### src/rtl/timer2_pkg.sv
package timer2_pkg;

   // ----------------------------------------------------------------
   // Register map (byte addresses)
   // ----------------------------------------------------------------
   localparam logic [11:0] ADDR_CONTROL = 12'h0c8;
   localparam logic [11:0] ADDR_COUNT   = 12'h0cc;
   localparam logic [11:0] ADDR_CAPTURE = 12'h0d0;
   localparam logic [11:0] ADDR_MODE    = 12'h0d4;
   localparam logic [11:0] ADDR_IRQSTAT = 12'h0d8;
   localparam logic [11:0] ADDR_IRQMASK = 12'h0dc;

   // ----------------------------------------------------------------
   // Control register fields and reset values
   // ----------------------------------------------------------------
   localparam int BIT_OVF_FLAG   = 7;
   localparam int BIT_EXT_FLAG   = 6;
   localparam int BIT_RX_CLK_SEL = 5;
   localparam int BIT_TX_CLK_SEL = 4;
   localparam int BIT_EXT_EN     = 3;
   localparam int BIT_RUN        = 2;
   localparam int BIT_SRC_SEL    = 1;
   localparam int BIT_CAP_SEL    = 0;

   // Mode register: bit 0 down count enable, bit 1 six-clock mode
   localparam int BIT_DOWN_EN    = 0;
   localparam int BIT_SIX_CLK    = 1;

   // Interrupt status/mask: bit 0 overflow, bit 1 external trigger
   localparam int IRQ_OVF        = 0;
   localparam int IRQ_EXT        = 1;

   localparam logic [7:0]  CONTROL_RESET = 8'h00;
   localparam logic [15:0] COUNT_RESET   = 16'h0000;
   localparam logic [15:0] CAPTURE_RESET = 16'h0000;
   localparam logic [1:0]  MODE_RESET    = 2'h0;
   localparam logic [1:0]  IRQ_RESET     = 2'h0;

   // ----------------------------------------------------------------
   // Prescale counts (oscillator cycles per count step)
   // ----------------------------------------------------------------
   localparam int DIV_TWELVE = 12;
   localparam int DIV_SIX    = 6;

endpackage : timer2_pkg

### src/rtl/pin_edge_detect.sv
`timescale 1ns/1ps
`default_nettype none

module pin_edge_detect (
   // Clock and reset
   input  wire logic clk_sys,
   input  wire logic reset,
   input  wire logic clkEnable,
   // Pin
   input  wire logic pinIn,
   // Result
   output logic      pinLevel,
   output logic      fallPulse
);

   logic syncFirst;
   logic syncSecond;

   // Two stages, then the edge compare on the second and third only
   always_ff @(posedge clk_sys or posedge reset) begin
      if (reset) begin
         syncFirst  <= 1'b1;
         syncSecond <= 1'b1;
         pinLevel   <= 1'b1;
      end else if (clkEnable) begin
         syncFirst  <= pinIn;
         syncSecond <= syncFirst;
         pinLevel   <= syncSecond;
      end
   end

   assign fallPulse = clkEnable & pinLevel & ~syncSecond;

endmodule : pin_edge_detect

`default_nettype wire

### src/rtl/timer2_mode_control.sv
// Contract
// - Overflow sets control bit 7; only a software zero write clears it.
// - No overflow flag while receive or transmit clock select is one.
// - Trigger falling edge causing capture or reload sets bit 6.
// - Interrupt requested while external flag set and enabled; flag sticky.
// - Down count enable blocks the external flag interrupt.
// - Receive clock select picks this timer's overflows, else other timer's.
// - Transmit clock select picks this timer's overflows, else other timer's.
// - Counts only while run bit is one; mode bits never start it.
// - Source zero counts oscillator divided by twelve or six.
// - Source one counts each falling edge on the count pin.
// - Capture select with trigger enable captures on trigger falling edge.
// - Reload select reloads on overflow, and on trigger edge if enabled.
// - Serial clock select ignores capture select; reload only on overflow.
// - Capture copies the count into capture registers, counting continues.
// - Reload loads the capture registers into the count.
//
// Register access over APB is this design's own decision.
`timescale 1ns/1ps
`default_nettype none

module timer2_mode_control
   import timer2_pkg::*;
#(
   parameter int PRESCALE_W = 4
) (
   // Clock and reset
   input  wire logic        clk_sys,
   input  wire logic        reset,
   input  wire logic        clkEnable,
   // APB slave
   input  wire logic        psel,
   input  wire logic        penable,
   input  wire logic        pwrite,
   input  wire logic [11:0] paddr,
   input  wire logic [31:0] pwdata,
   output logic             pready,
   output logic [31:0]      prdata,
   output logic             pslverr,
   // Pins
   input  wire logic        trigger_pin,
   input  wire logic        ext_count_pin,
   // Serial port baud clocks
   input  wire logic        otherTimerOverflow,
   output logic             rxBaudPulse,
   output logic             txBaudPulse,
   // Interrupt
   output logic             timerIrq
);

   // ----------------------------------------------------------------
   // Elaboration checks
   // ----------------------------------------------------------------
   if (PRESCALE_W < 4) begin : g_check
      $error("PRESCALE_W must hold a count of twelve");
   end

   // ----------------------------------------------------------------
   // State
   // ----------------------------------------------------------------
   logic [7:0]  timer_control_register;
   logic [1:0]  timer_mode_register;
   logic [7:0]  count_low;
   logic [7:0]  count_high;
   logic [7:0]  capture_low;
   logic [7:0]  capture_high;
   logic [1:0]  irqStatus;
   logic [1:0]  irqMask;
   logic [PRESCALE_W-1:0] prescale;

   logic        trigLevel;
   logic        trigFall;
   logic        countFall;

   logic        timer_overflow_flag;
   logic        ext_trigger_flag;
   logic        rx_clock_select;
   logic        tx_clock_select;
   logic        ext_trigger_enable;
   logic        run_control;
   logic        count_source_select;
   logic        capture_reload_select;
   logic        down_count_enable;
   logic        sixClockMode;

   assign timer_overflow_flag   = timer_control_register[BIT_OVF_FLAG];
   assign ext_trigger_flag      = timer_control_register[BIT_EXT_FLAG];
   assign rx_clock_select       = timer_control_register[BIT_RX_CLK_SEL];
   assign tx_clock_select       = timer_control_register[BIT_TX_CLK_SEL];
   assign ext_trigger_enable    = timer_control_register[BIT_EXT_EN];
   assign run_control           = timer_control_register[BIT_RUN];
   assign count_source_select   = timer_control_register[BIT_SRC_SEL];
   assign capture_reload_select = timer_control_register[BIT_CAP_SEL];
   assign down_count_enable     = timer_mode_register[BIT_DOWN_EN];
   assign sixClockMode          = timer_mode_register[BIT_SIX_CLK];

   // ----------------------------------------------------------------
   // Pin synchronisers
   // ----------------------------------------------------------------
   pin_edge_detect u_trig (
      .clk_sys   (clk_sys),
      .reset     (reset),
      .clkEnable (clkEnable),
      .pinIn     (trigger_pin),
      .pinLevel  (trigLevel),
      .fallPulse (trigFall)
   );

   pin_edge_detect u_count (
      .clk_sys   (clk_sys),
      .reset     (reset),
      .clkEnable (clkEnable),
      .pinIn     (ext_count_pin),
      .pinLevel  (),
      .fallPulse (countFall)
   );

   // ----------------------------------------------------------------
   // Count step decode
   // ----------------------------------------------------------------
   logic [PRESCALE_W-1:0] divideBy;
   logic        prescaleTick;
   logic        countStep;
   logic        serialMode;
   logic        wrapNow;
   logic        overflowEvent;
   logic        extEvent;
   logic        captureEvent;
   logic        reloadEvent;
   logic [15:0] countNow;
   logic [15:0] next_count;
   logic        apbWrite;
   logic        apbRead;

   assign serialMode = rx_clock_select | tx_clock_select;
   assign divideBy   = sixClockMode ? PRESCALE_W'(DIV_SIX) : PRESCALE_W'(DIV_TWELVE);
   assign prescaleTick = (prescale == divideBy - PRESCALE_W'(1));
   // Baud-rate speed-up of the internal clock is left out; timer rate is kept
   assign countStep = clkEnable & run_control &
                      (count_source_select ? countFall : prescaleTick);
   assign countNow  = {count_high, count_low};
   assign wrapNow   = countStep & (countNow == 16'hffff);
   assign overflowEvent = wrapNow;
   assign extEvent  = clkEnable & trigFall & ext_trigger_enable;
   assign captureEvent = extEvent & capture_reload_select & ~serialMode;
   assign reloadEvent  = overflowEvent & (~capture_reload_select | serialMode)
                       | extEvent & ~capture_reload_select & ~serialMode;

   always_comb begin
      next_count = countNow;
      if (reloadEvent) begin
         next_count = {capture_high, capture_low};
      end else if (countStep) begin
         next_count = countNow + 16'h0001;
      end
   end

   // Writes land in the access phase; read data is latched at setup
   assign apbWrite = psel & penable & pwrite & pready;
   assign apbRead  = psel & ~penable & ~pwrite;

   // ----------------------------------------------------------------
   // Register decode
   // ----------------------------------------------------------------
   // One compare per register, shared by the write strobes and the error response
   logic hitControl;
   logic hitCount;
   logic hitCapture;
   logic hitMode;
   logic hitIrqStat;
   logic hitIrqMask;
   logic addrMapped;
   logic wrControl;
   logic wrCount;
   logic wrCapture;
   logic wrMode;
   logic wrIrqStat;
   logic wrIrqMask;

   assign hitControl = (paddr == ADDR_CONTROL);
   assign hitCount   = (paddr == ADDR_COUNT);
   assign hitCapture = (paddr == ADDR_CAPTURE);
   assign hitMode    = (paddr == ADDR_MODE);
   assign hitIrqStat = (paddr == ADDR_IRQSTAT);
   assign hitIrqMask = (paddr == ADDR_IRQMASK);
   assign addrMapped = hitControl | hitCount | hitCapture | hitMode | hitIrqStat | hitIrqMask;

   // Writes to an unmapped offset decode to no strobe and are dropped
   assign wrControl  = apbWrite & hitControl;
   assign wrCount    = apbWrite & hitCount;
   assign wrCapture  = apbWrite & hitCapture;
   assign wrMode     = apbWrite & hitMode;
   assign wrIrqStat  = apbWrite & hitIrqStat;
   assign wrIrqMask  = apbWrite & hitIrqMask;

   // ----------------------------------------------------------------
   // Prescaler
   // ----------------------------------------------------------------
   always_ff @(posedge clk_sys or posedge reset) begin
      if (reset) begin
         prescale <= '0;
      end else if (clkEnable) begin
         if (!run_control || prescaleTick) begin
            prescale <= '0;
         end else begin
            prescale <= prescale + PRESCALE_W'(1);
         end
      end
   end

   // ----------------------------------------------------------------
   // Counter and capture registers
   // ----------------------------------------------------------------
   always_ff @(posedge clk_sys or posedge reset) begin
      if (reset) begin
         count_low    <= COUNT_RESET[7:0];
         count_high   <= COUNT_RESET[15:8];
         capture_low  <= CAPTURE_RESET[7:0];
         capture_high <= CAPTURE_RESET[15:8];
      end else if (clkEnable) begin
         // Hardware update wins over a same-cycle software write to the count
         // A count write that meets a step is lost; software stops the timer first
         if (wrCount && !countStep && !reloadEvent) begin
            {count_high, count_low} <= pwdata[15:0];
         end else begin
            {count_high, count_low} <= next_count;
         end
         if (captureEvent) begin
            {capture_high, capture_low} <= countNow;
         end else if (wrCapture) begin
            {capture_high, capture_low} <= pwdata[15:0];
         end
      end
   end

   // ----------------------------------------------------------------
   // Control register with hardware flags
   // ----------------------------------------------------------------
   logic setOvf;
   logic setExt;
   assign setOvf = overflowEvent & ~serialMode;
   assign setExt = extEvent;

   always_ff @(posedge clk_sys or posedge reset) begin
      if (reset) begin
         timer_control_register <= CONTROL_RESET;
         timer_mode_register    <= MODE_RESET;
      end else if (clkEnable) begin
         if (wrControl) begin
            timer_control_register <= pwdata[7:0];
         end
         // Set beats a software clear in the same cycle
         if (setOvf) begin
            timer_control_register[BIT_OVF_FLAG] <= 1'b1;
         end
         if (setExt) begin
            timer_control_register[BIT_EXT_FLAG] <= 1'b1;
         end
         if (wrMode) begin
            timer_mode_register <= pwdata[1:0];
         end
      end
   end

   // ----------------------------------------------------------------
   // Interrupt status and mask
   // ----------------------------------------------------------------
   logic [1:0] irqSet;
   logic [1:0] irqClear;
   assign irqSet[IRQ_OVF] = setOvf;
   assign irqSet[IRQ_EXT] = setExt;
   assign irqClear = wrIrqStat ? pwdata[1:0] : 2'h0;

   always_ff @(posedge clk_sys or posedge reset) begin
      if (reset) begin
         irqStatus <= IRQ_RESET;
         irqMask   <= IRQ_RESET;
      end else if (clkEnable) begin
         irqStatus <= (irqStatus & ~irqClear) | irqSet;
         if (wrIrqMask) begin
            irqMask <= pwdata[1:0];
         end
      end
   end

   // The overflow flag, and the external flag unless down count is enabled, also hold the line until cleared there
   always_ff @(posedge clk_sys or posedge reset) begin
      if (reset) begin
         timerIrq <= 1'b0;
      end else if (clkEnable) begin
         timerIrq <= (irqMask[IRQ_OVF] & (irqStatus[IRQ_OVF] | timer_overflow_flag))
                   | (irqMask[IRQ_EXT] & (irqStatus[IRQ_EXT] | ext_trigger_flag)
                      & ~down_count_enable);
      end
   end

   // ----------------------------------------------------------------
   // Serial port baud pulses
   // ----------------------------------------------------------------
   always_ff @(posedge clk_sys or posedge reset) begin
      if (reset) begin
         rxBaudPulse <= 1'b0;
         txBaudPulse <= 1'b0;
      end else if (clkEnable) begin
         rxBaudPulse <= rx_clock_select ? overflowEvent : otherTimerOverflow;
         txBaudPulse <= tx_clock_select ? overflowEvent : otherTimerOverflow;
      end else begin
         rxBaudPulse <= 1'b0;
         txBaudPulse <= 1'b0;
      end
   end

   // ----------------------------------------------------------------
   // APB slave: no wait states, read data registered in setup
   // ----------------------------------------------------------------
   always_ff @(posedge clk_sys or posedge reset) begin
      if (reset) begin
         pready  <= 1'b0;
         pslverr <= 1'b0;
         prdata  <= 32'h0000_0000;
      end else if (clkEnable) begin
         pready  <= psel & ~penable;
         pslverr <= 1'b0;
         if (psel && !penable) begin
            pslverr <= !addrMapped;
         end
         if (apbRead) begin
            case (paddr)
               ADDR_CONTROL: prdata <= {24'h000000, timer_control_register};
               ADDR_COUNT:   prdata <= {16'h0000, countNow};
               ADDR_CAPTURE: prdata <= {16'h0000, capture_high, capture_low};
               ADDR_MODE:    prdata <= {30'h00000000, timer_mode_register};
               ADDR_IRQSTAT: prdata <= {30'h00000000, irqStatus};
               ADDR_IRQMASK: prdata <= {30'h00000000, irqMask};
               default:      prdata <= 32'h0000_0000;
            endcase
         end
      end
   end

endmodule : timer2_mode_control

`default_nettype wire

### config.mk
export PLATFORM = sky130hd
export DESIGN_NAME = timer2_mode_control
export DESIGN_NICKNAME = d
export VERILOG_FILES = /design/src/rtl/timer2_pkg.sv /design/src/rtl/pin_edge_detect.sv /design/src/rtl/timer2_mode_control.sv
export SDC_FILE = /design/constraint.sdc
export NUM_CORES = 1
export LEC_CHECK = 0
export ABC_CLOCK_PERIOD_IN_PS = 2900
export BUFFER_PORTS_ARGS = -buffer_cell sky130_fd_sc_hd__buf_2
export CAP_MARGIN = 20
export CORE_AREA = 8 8 114 116
export DETAILED_ROUTE_END_ITERATION = 16
export DIE_AREA = 0 0 122 124
export SLEW_MARGIN = 10
export SYNTH_ARGS = -nofsm -noshare
export SYNTH_HDL_FRONTEND = slang
export SYNTH_SLANG_ARGS = --single-unit
### constraint.sdc
create_clock -name clk_sys -period 2.9 [get_ports clk_sys]
set_input_delay 0.29 -clock clk_sys [delete_from_list [all_inputs] [get_ports clk_sys]]
set_output_delay 0.29 -clock clk_sys [all_outputs]
set_load 0.1 [all_outputs]
# Yosys cells after proc, flatten, opt, wreduce, memory -nomap -nowiden
# Index checks and enable logic that the tools add are counted.
# totals
elab_cells	126
input_bits	53
register_bits	93
out_inout_bits	37
# classes
eq_ne	8
bitwise	50
addsub	3
n_reduce_logical	21
n_mux	21
# op_table
operator	n
$pmux 16 s6	1
$eq 12x8->1 const B	6
$mux 8	7
$mux 16	2
$and 1x1->1	29
$add 16x1->16 const B	1
$eq 16x16->1 const B	1
$reduce_and 2->1	8
$or 1x1->1	11
$mux 1	8
$mux 4	2
$not 1->1	7
$reduce_bool 2->1	3
$logic_not 1->1	5
$add 4x1->4 const B	1
$eq 4x4->1	1
$sub 4x1->4 const B	1
$logic_and 1x1->1	3
$reduce_bool 3->1	1
$and 2x2->2	1
$mux 2	1
$not 2->2	1
$or 2x2->2	1
$logic_or 1x1->1	1

# Logic depth before layout (Yosys ltp)
# depth
ltp_word	12
depth_mapped	9
ltp_nobuf	7

# Modules after synthesis
# Synthesis repeated with hierarchy kept, for this count alone.
# unflattened
cells_unflattened	437
area_unflattened_um2	4384.2
# by_module_without_submodules
mod	cells_each	area_each_um2	n_inst
timer2_mode_control	421	4131.5	1
pin_edge_detect	8	126.4	2

# Least setup slack after synthesis
# OpenSTA, ideal clock, no wires.
# synth_timing
path_type	register to register
startpoint	reg pready
endpoint	reg timer_control_register[7]
setup_slack_ns	0.119
t_required_ns	2.780
path_stages_with_launch	8
n_path_buf	2
arrival_ns	2.661
path_cell_list	dfrtp_1 > and4_1 > clkbuf_1 > nand3_1 > or4_1 > buf_2 > mux2_1 > a31o_2
# synth_between
elab_chain_cells	4
# synth_lines
item	line_no	rtl
start: declaration	timer2_mode_control.sv:37	output logic pready,
start signal: assignment	timer2_mode_control.sv:322	pready <= psel & ~penable;
$and 1x1->1	timer2_mode_control.sv:159	assign apbWrite = psel & penable & pwrite & pready;
$and 1x1->1	timer2_mode_control.sv:189	assign wrControl = apbWrite & hitControl;
$reduce_bool 2->1 (no source line)	n/a	
$reduce_and 2->1 (no source line)	n/a	
end signal: assignment	timer2_mode_control.sv:250	timer_control_register <= pwdata[7:0];
end: declaration	timer2_mode_control.sv:61	logic [7:0] timer_control_register;
# Every way passes these cells.
# A chain may end at the register's enable or synchronous reset.

# Worst setup path in the final report
# layout_timing
startpoint	reg count_low[0]
endpoint	reg count_high[5]
# layout_between
elab_chain_cells	8
# layout_lines
item	line_no	rtl
start: declaration	timer2_mode_control.sv:63	logic [7:0] count_low;
start signal: assignment	timer2_mode_control.sv:216	count_low <= COUNT_RESET[7:0];
start signal: assignment	timer2_mode_control.sv:224	{count_high, count_low} <= pwdata[15:0];
start signal: assignment	timer2_mode_control.sv:226	{count_high, count_low} <= next_count;
branches (longest 8 deep; another with $add 16x1->16)	n/a	
end signal: assignment	timer2_mode_control.sv:217	count_high <= COUNT_RESET[15:8];
end signal: assignment	timer2_mode_control.sv:224	
end signal: assignment	timer2_mode_control.sv:226	
end: declaration	timer2_mode_control.sv:64	logic [7:0] count_high;
# Parallel ways; which one is timed is not known. The select of a mux whose other input is x is not followed.

==> summary.md <==
| Metric | Value |
|---|---|
| Fin cells | `642` |
| Seq/Total Area, Yosys | `44.50%` |
| Share of the synthesized area in the top cell type | `40.88%` |
| Final ANT Viol Nets | `0` |
| Worst reg-to-reg path cell count | `8` |
| Share of flip-flops with an asynchronous set or reset | `100.0%` |
| Maximum clock insertion buffer count | `2` |
| Mux cell area share after synthesis | `14.68%` |
| R2R Path Start | `count_low[0]` |
| Die area | `15130 um2` |
| IO buf count | `57` |
| Layout fillers | `1069` |
| Top cells by count, synth | `dfrtp_1 (71), mux2i_1 (39), nand2_1 (38)` |
| Setup violations, final | `0` |
| Largest family of logic cells by synthesized area | `simple AND/OR/NAND/NOR gates` |
| Min Tclk post-route | `between 2 and 3 ns` |
| Top cell type by total area after synthesis | `dfrtp_1` |
| HPWL after DPL | `8187 um` |
| Worst setup startpoint | `count_low[0]` |
| Final Hold Vio Count | `0` |
| Slew margin rel. | `between 30% and 40%` |
| Top-level port count | `90` |
| Post-place instance area | `4715 um2` |
| Antenna cells | `0` |
| Critical Path End | `count_high[5]` |
| Share of layout cells above drive strength 1 | `23.45%` |
| Top_reg_cell synth | `dfrtp_1` |
| Number of global-route vias before repair | `around 3600` |
| Die H | `between 100 and 150 um` |
| GPL Wtd Cong | `about 0.84` |
| Setup repair bufs after CTS | `0` |
| TritonCTS buffer count | `9` |
| Starting Density | `around 39%` |
| First-pass GRT wire length | `18900 um` |
| Worst Path Max Fanout | `11` |
| Worst Max-Slew Pin Slew | `between 0.9 and 1 ns` |
| Status | `complete, no violations` |
| Max-Cap Viols | `0` |
| Drt total wl | `11390 um` |
| XOR/XNOR Fraction of Synth Area | `2.619%` |
| Total global routing overflow | `0` |
| Reg2reg setup slack | `approximately 0.37 ns` |
| Hold buffer count at CTS | `0` |
| Cell area after layout | `5041 um2` |
| CP startpoint kind | `register` |
| Adder-Cell Fraction of Synth Area | `0.5757%` |
| H-Tree Depth | `3` |
| PwrDens | `514.4 nW/um2` |
| Yosys warns | `0` |
| Initial antenna violation count | `0` |
| Min-delay worst type | `input pin to asynchronous set/reset pin` |
| Gate Count Post-Synth | `447` |
| Total Negative Setup Slacks | `0 ns` |
| Placed cells | `626` |
| DR iter-0 viols | `between 200 and 300` |
| Complex-gate fraction of the synthesized area | `between 10% and 20%` |
| DRC | `0` |
| Worst r2r dst | `count_high[5]` |
| Die width | `122 um` |
| Clock Skew | `~0.0055 ns` |
| Simple-Gate Fraction of Synth Area | `between 10% and 20%` |
| Final-report max-slew violation count | `0` |
| Avg WL per Cell | `17.74 um` |
| Overall routing resource usage | `roughly 16%` |
| Floorplan row count | `39` |
| CTS resizes | `0` |
| RSZ-0062 raised after global routing | `false` |
| EDFF count, synth | `0` |
| Core Area | `11170 um2` |
| Crit path kind | `register to register` |
| Synthesized cell area | `4347 um2` |
| Clock sinks | `77` |
| Critical path endpoint category | `register` |
| Vias | `approximately 3500` |
| Worst path required time | `3.12 ns` |
| Post-synth cell types | `54` |
| VDD IR max | `0.2836 mV` |
| Most numerous cell in the Yosys netlist | `dfrtp_1` |
| Vias per inst | `5.403` |
| Worst skew pair latency | `0.34 ns` |
| #FFs+latches synth | `between 70 and 80` |
| Top post-synthesis cells by area | `dfrtp_1 (41%), mux2i_1 (9.0%), mux2_2 (4.4%), dfstp_2 (3.6%), a21oi_1 (3.5%)` |
| Final worst path period share | `87.19%` |
| CTS clk-pin slew, worst paths | `0.06 ns` |
| Fmax | `0.3955 GHz` |
| CP arrival | `2.74 ns` |
| Area delta synth->final | `15.98%` |
| CTS tree | `yes` |
| Leak | `2.328 nW` |
| Syn Area/Cell | `slightly below 10 um2` |
| TritonRoute pass-1 iters | `4` |
| Largest net degree at the start of global routing | `78` |
| Root buffer cell | `clkbuf_16` |
| Nets | `549` |
## cell type report
cell class	count	area [um2]	area share, %
inverters	9	33.78	0.6701
flip-flops and latches	77	1934	38.37
well taps	143	178.9	3.549
clock inverters	4	70.07	1.390
clock buffers	12	256.5	5.088
multi-input cells	329	2175	43.14
repair buffers	68	392.9	7.794
## where the power goes
part	switching, mW	internal [mW]	total (mW)
clock network	0.436	0.798	1.23
registers	0.00869	1.10	1.11
logic	0.198	0.0513	0.249
total	0.643	1.95	2.59
## critical path, stage by stage, from the launching register on
cell       delay (ns)
dfrtp_1          0.45
ha_1             0.25
nand4_1          0.20
nor4_1           0.40
a21boi_4         0.35
a2bb2oi_4        0.19
buf_4            0.24
mux2i_1          0.21
a21oi_1          0.09
## cell families (layout without fill, tap and decap cells)
family,after synthesis,after routing
AO/OA/AOI/OAI,105,105
flip-flops,77,77
XOR/XNOR,13,13
other,1,16
AND/OR/NAND/NOR,134,134
multiplexers,59,59
buffers and inverters,56,93
adder cells (fa/ha/maj),2,2
## layout by cell type (no fill, tap or decap), drive strengths merged, types with 11 or more instances in the layout
cell type | Yosys | routed
nand4 | 11 | 11
mux2i | 39 | 39
a21oi | 30 | 30
o21ai | 32 | 32
nand2 | 38 | 38
mux2 | 18 | 18
nor2 | 37 | 37
buf | 28 | 68
dfrtp | 71 | 71
clkbuf | 19 | 12
conb | 1 | 16
nand3 | 15 | 15
a22oi | 19 | 19
## per-layer routing
layer,part of all wire [%],GRT usage (%),up-vias
li1,-,-,1673
met1,45,20.48,1706
met3,4.5,3.626,10
met5,0,0,-
met4,1.1,5.705,0
met2,49,25.90,80
## flip-flops by register name, indices dropped and copies added, names as in the netlist, 2 cells and up
register and count:
irqMask 2, irqStatus 2, capture_high 8, count_low 8
prescale 4, prdata 16, timer_mode_register 2, count_high 8
timer_control_register 8, capture_low 8
## worst min path at each step
stage	depth (start not counted)	endpoint	start	slack, ns
2_1_floorplan	2	count_low[0]	pwdata[0]	0.42
3_3_place_gp	3	prdata[3]	reset	0.42
3_5_place_dp	3	prdata[2]	reset	0.42
4_1_cts	3	capture_low[3]	reset	0.06
5_1_grt	3	prdata[3]	reset	0.08
6_report	3	prdata[2]	reset	0.02
## per-stage QoR
stage	hold slack (ns)	power, mW	util (%)	setup WS [ns]
3_3_place_gp	0.4225	1.376	42.19	0.4623
3_5_place_dp	0.4219	1.379	42.19	0.4499
5_1_grt	0.07785	2.682	45.11	0.2105
4_1_cts	0.06210	2.621	45.11	0.4086
2_1_floorplan	0.4192	1.336	-	0.1187
6_report	0.01524	2.593	45.11	0.3715
(Power assumes the default switching activity.)
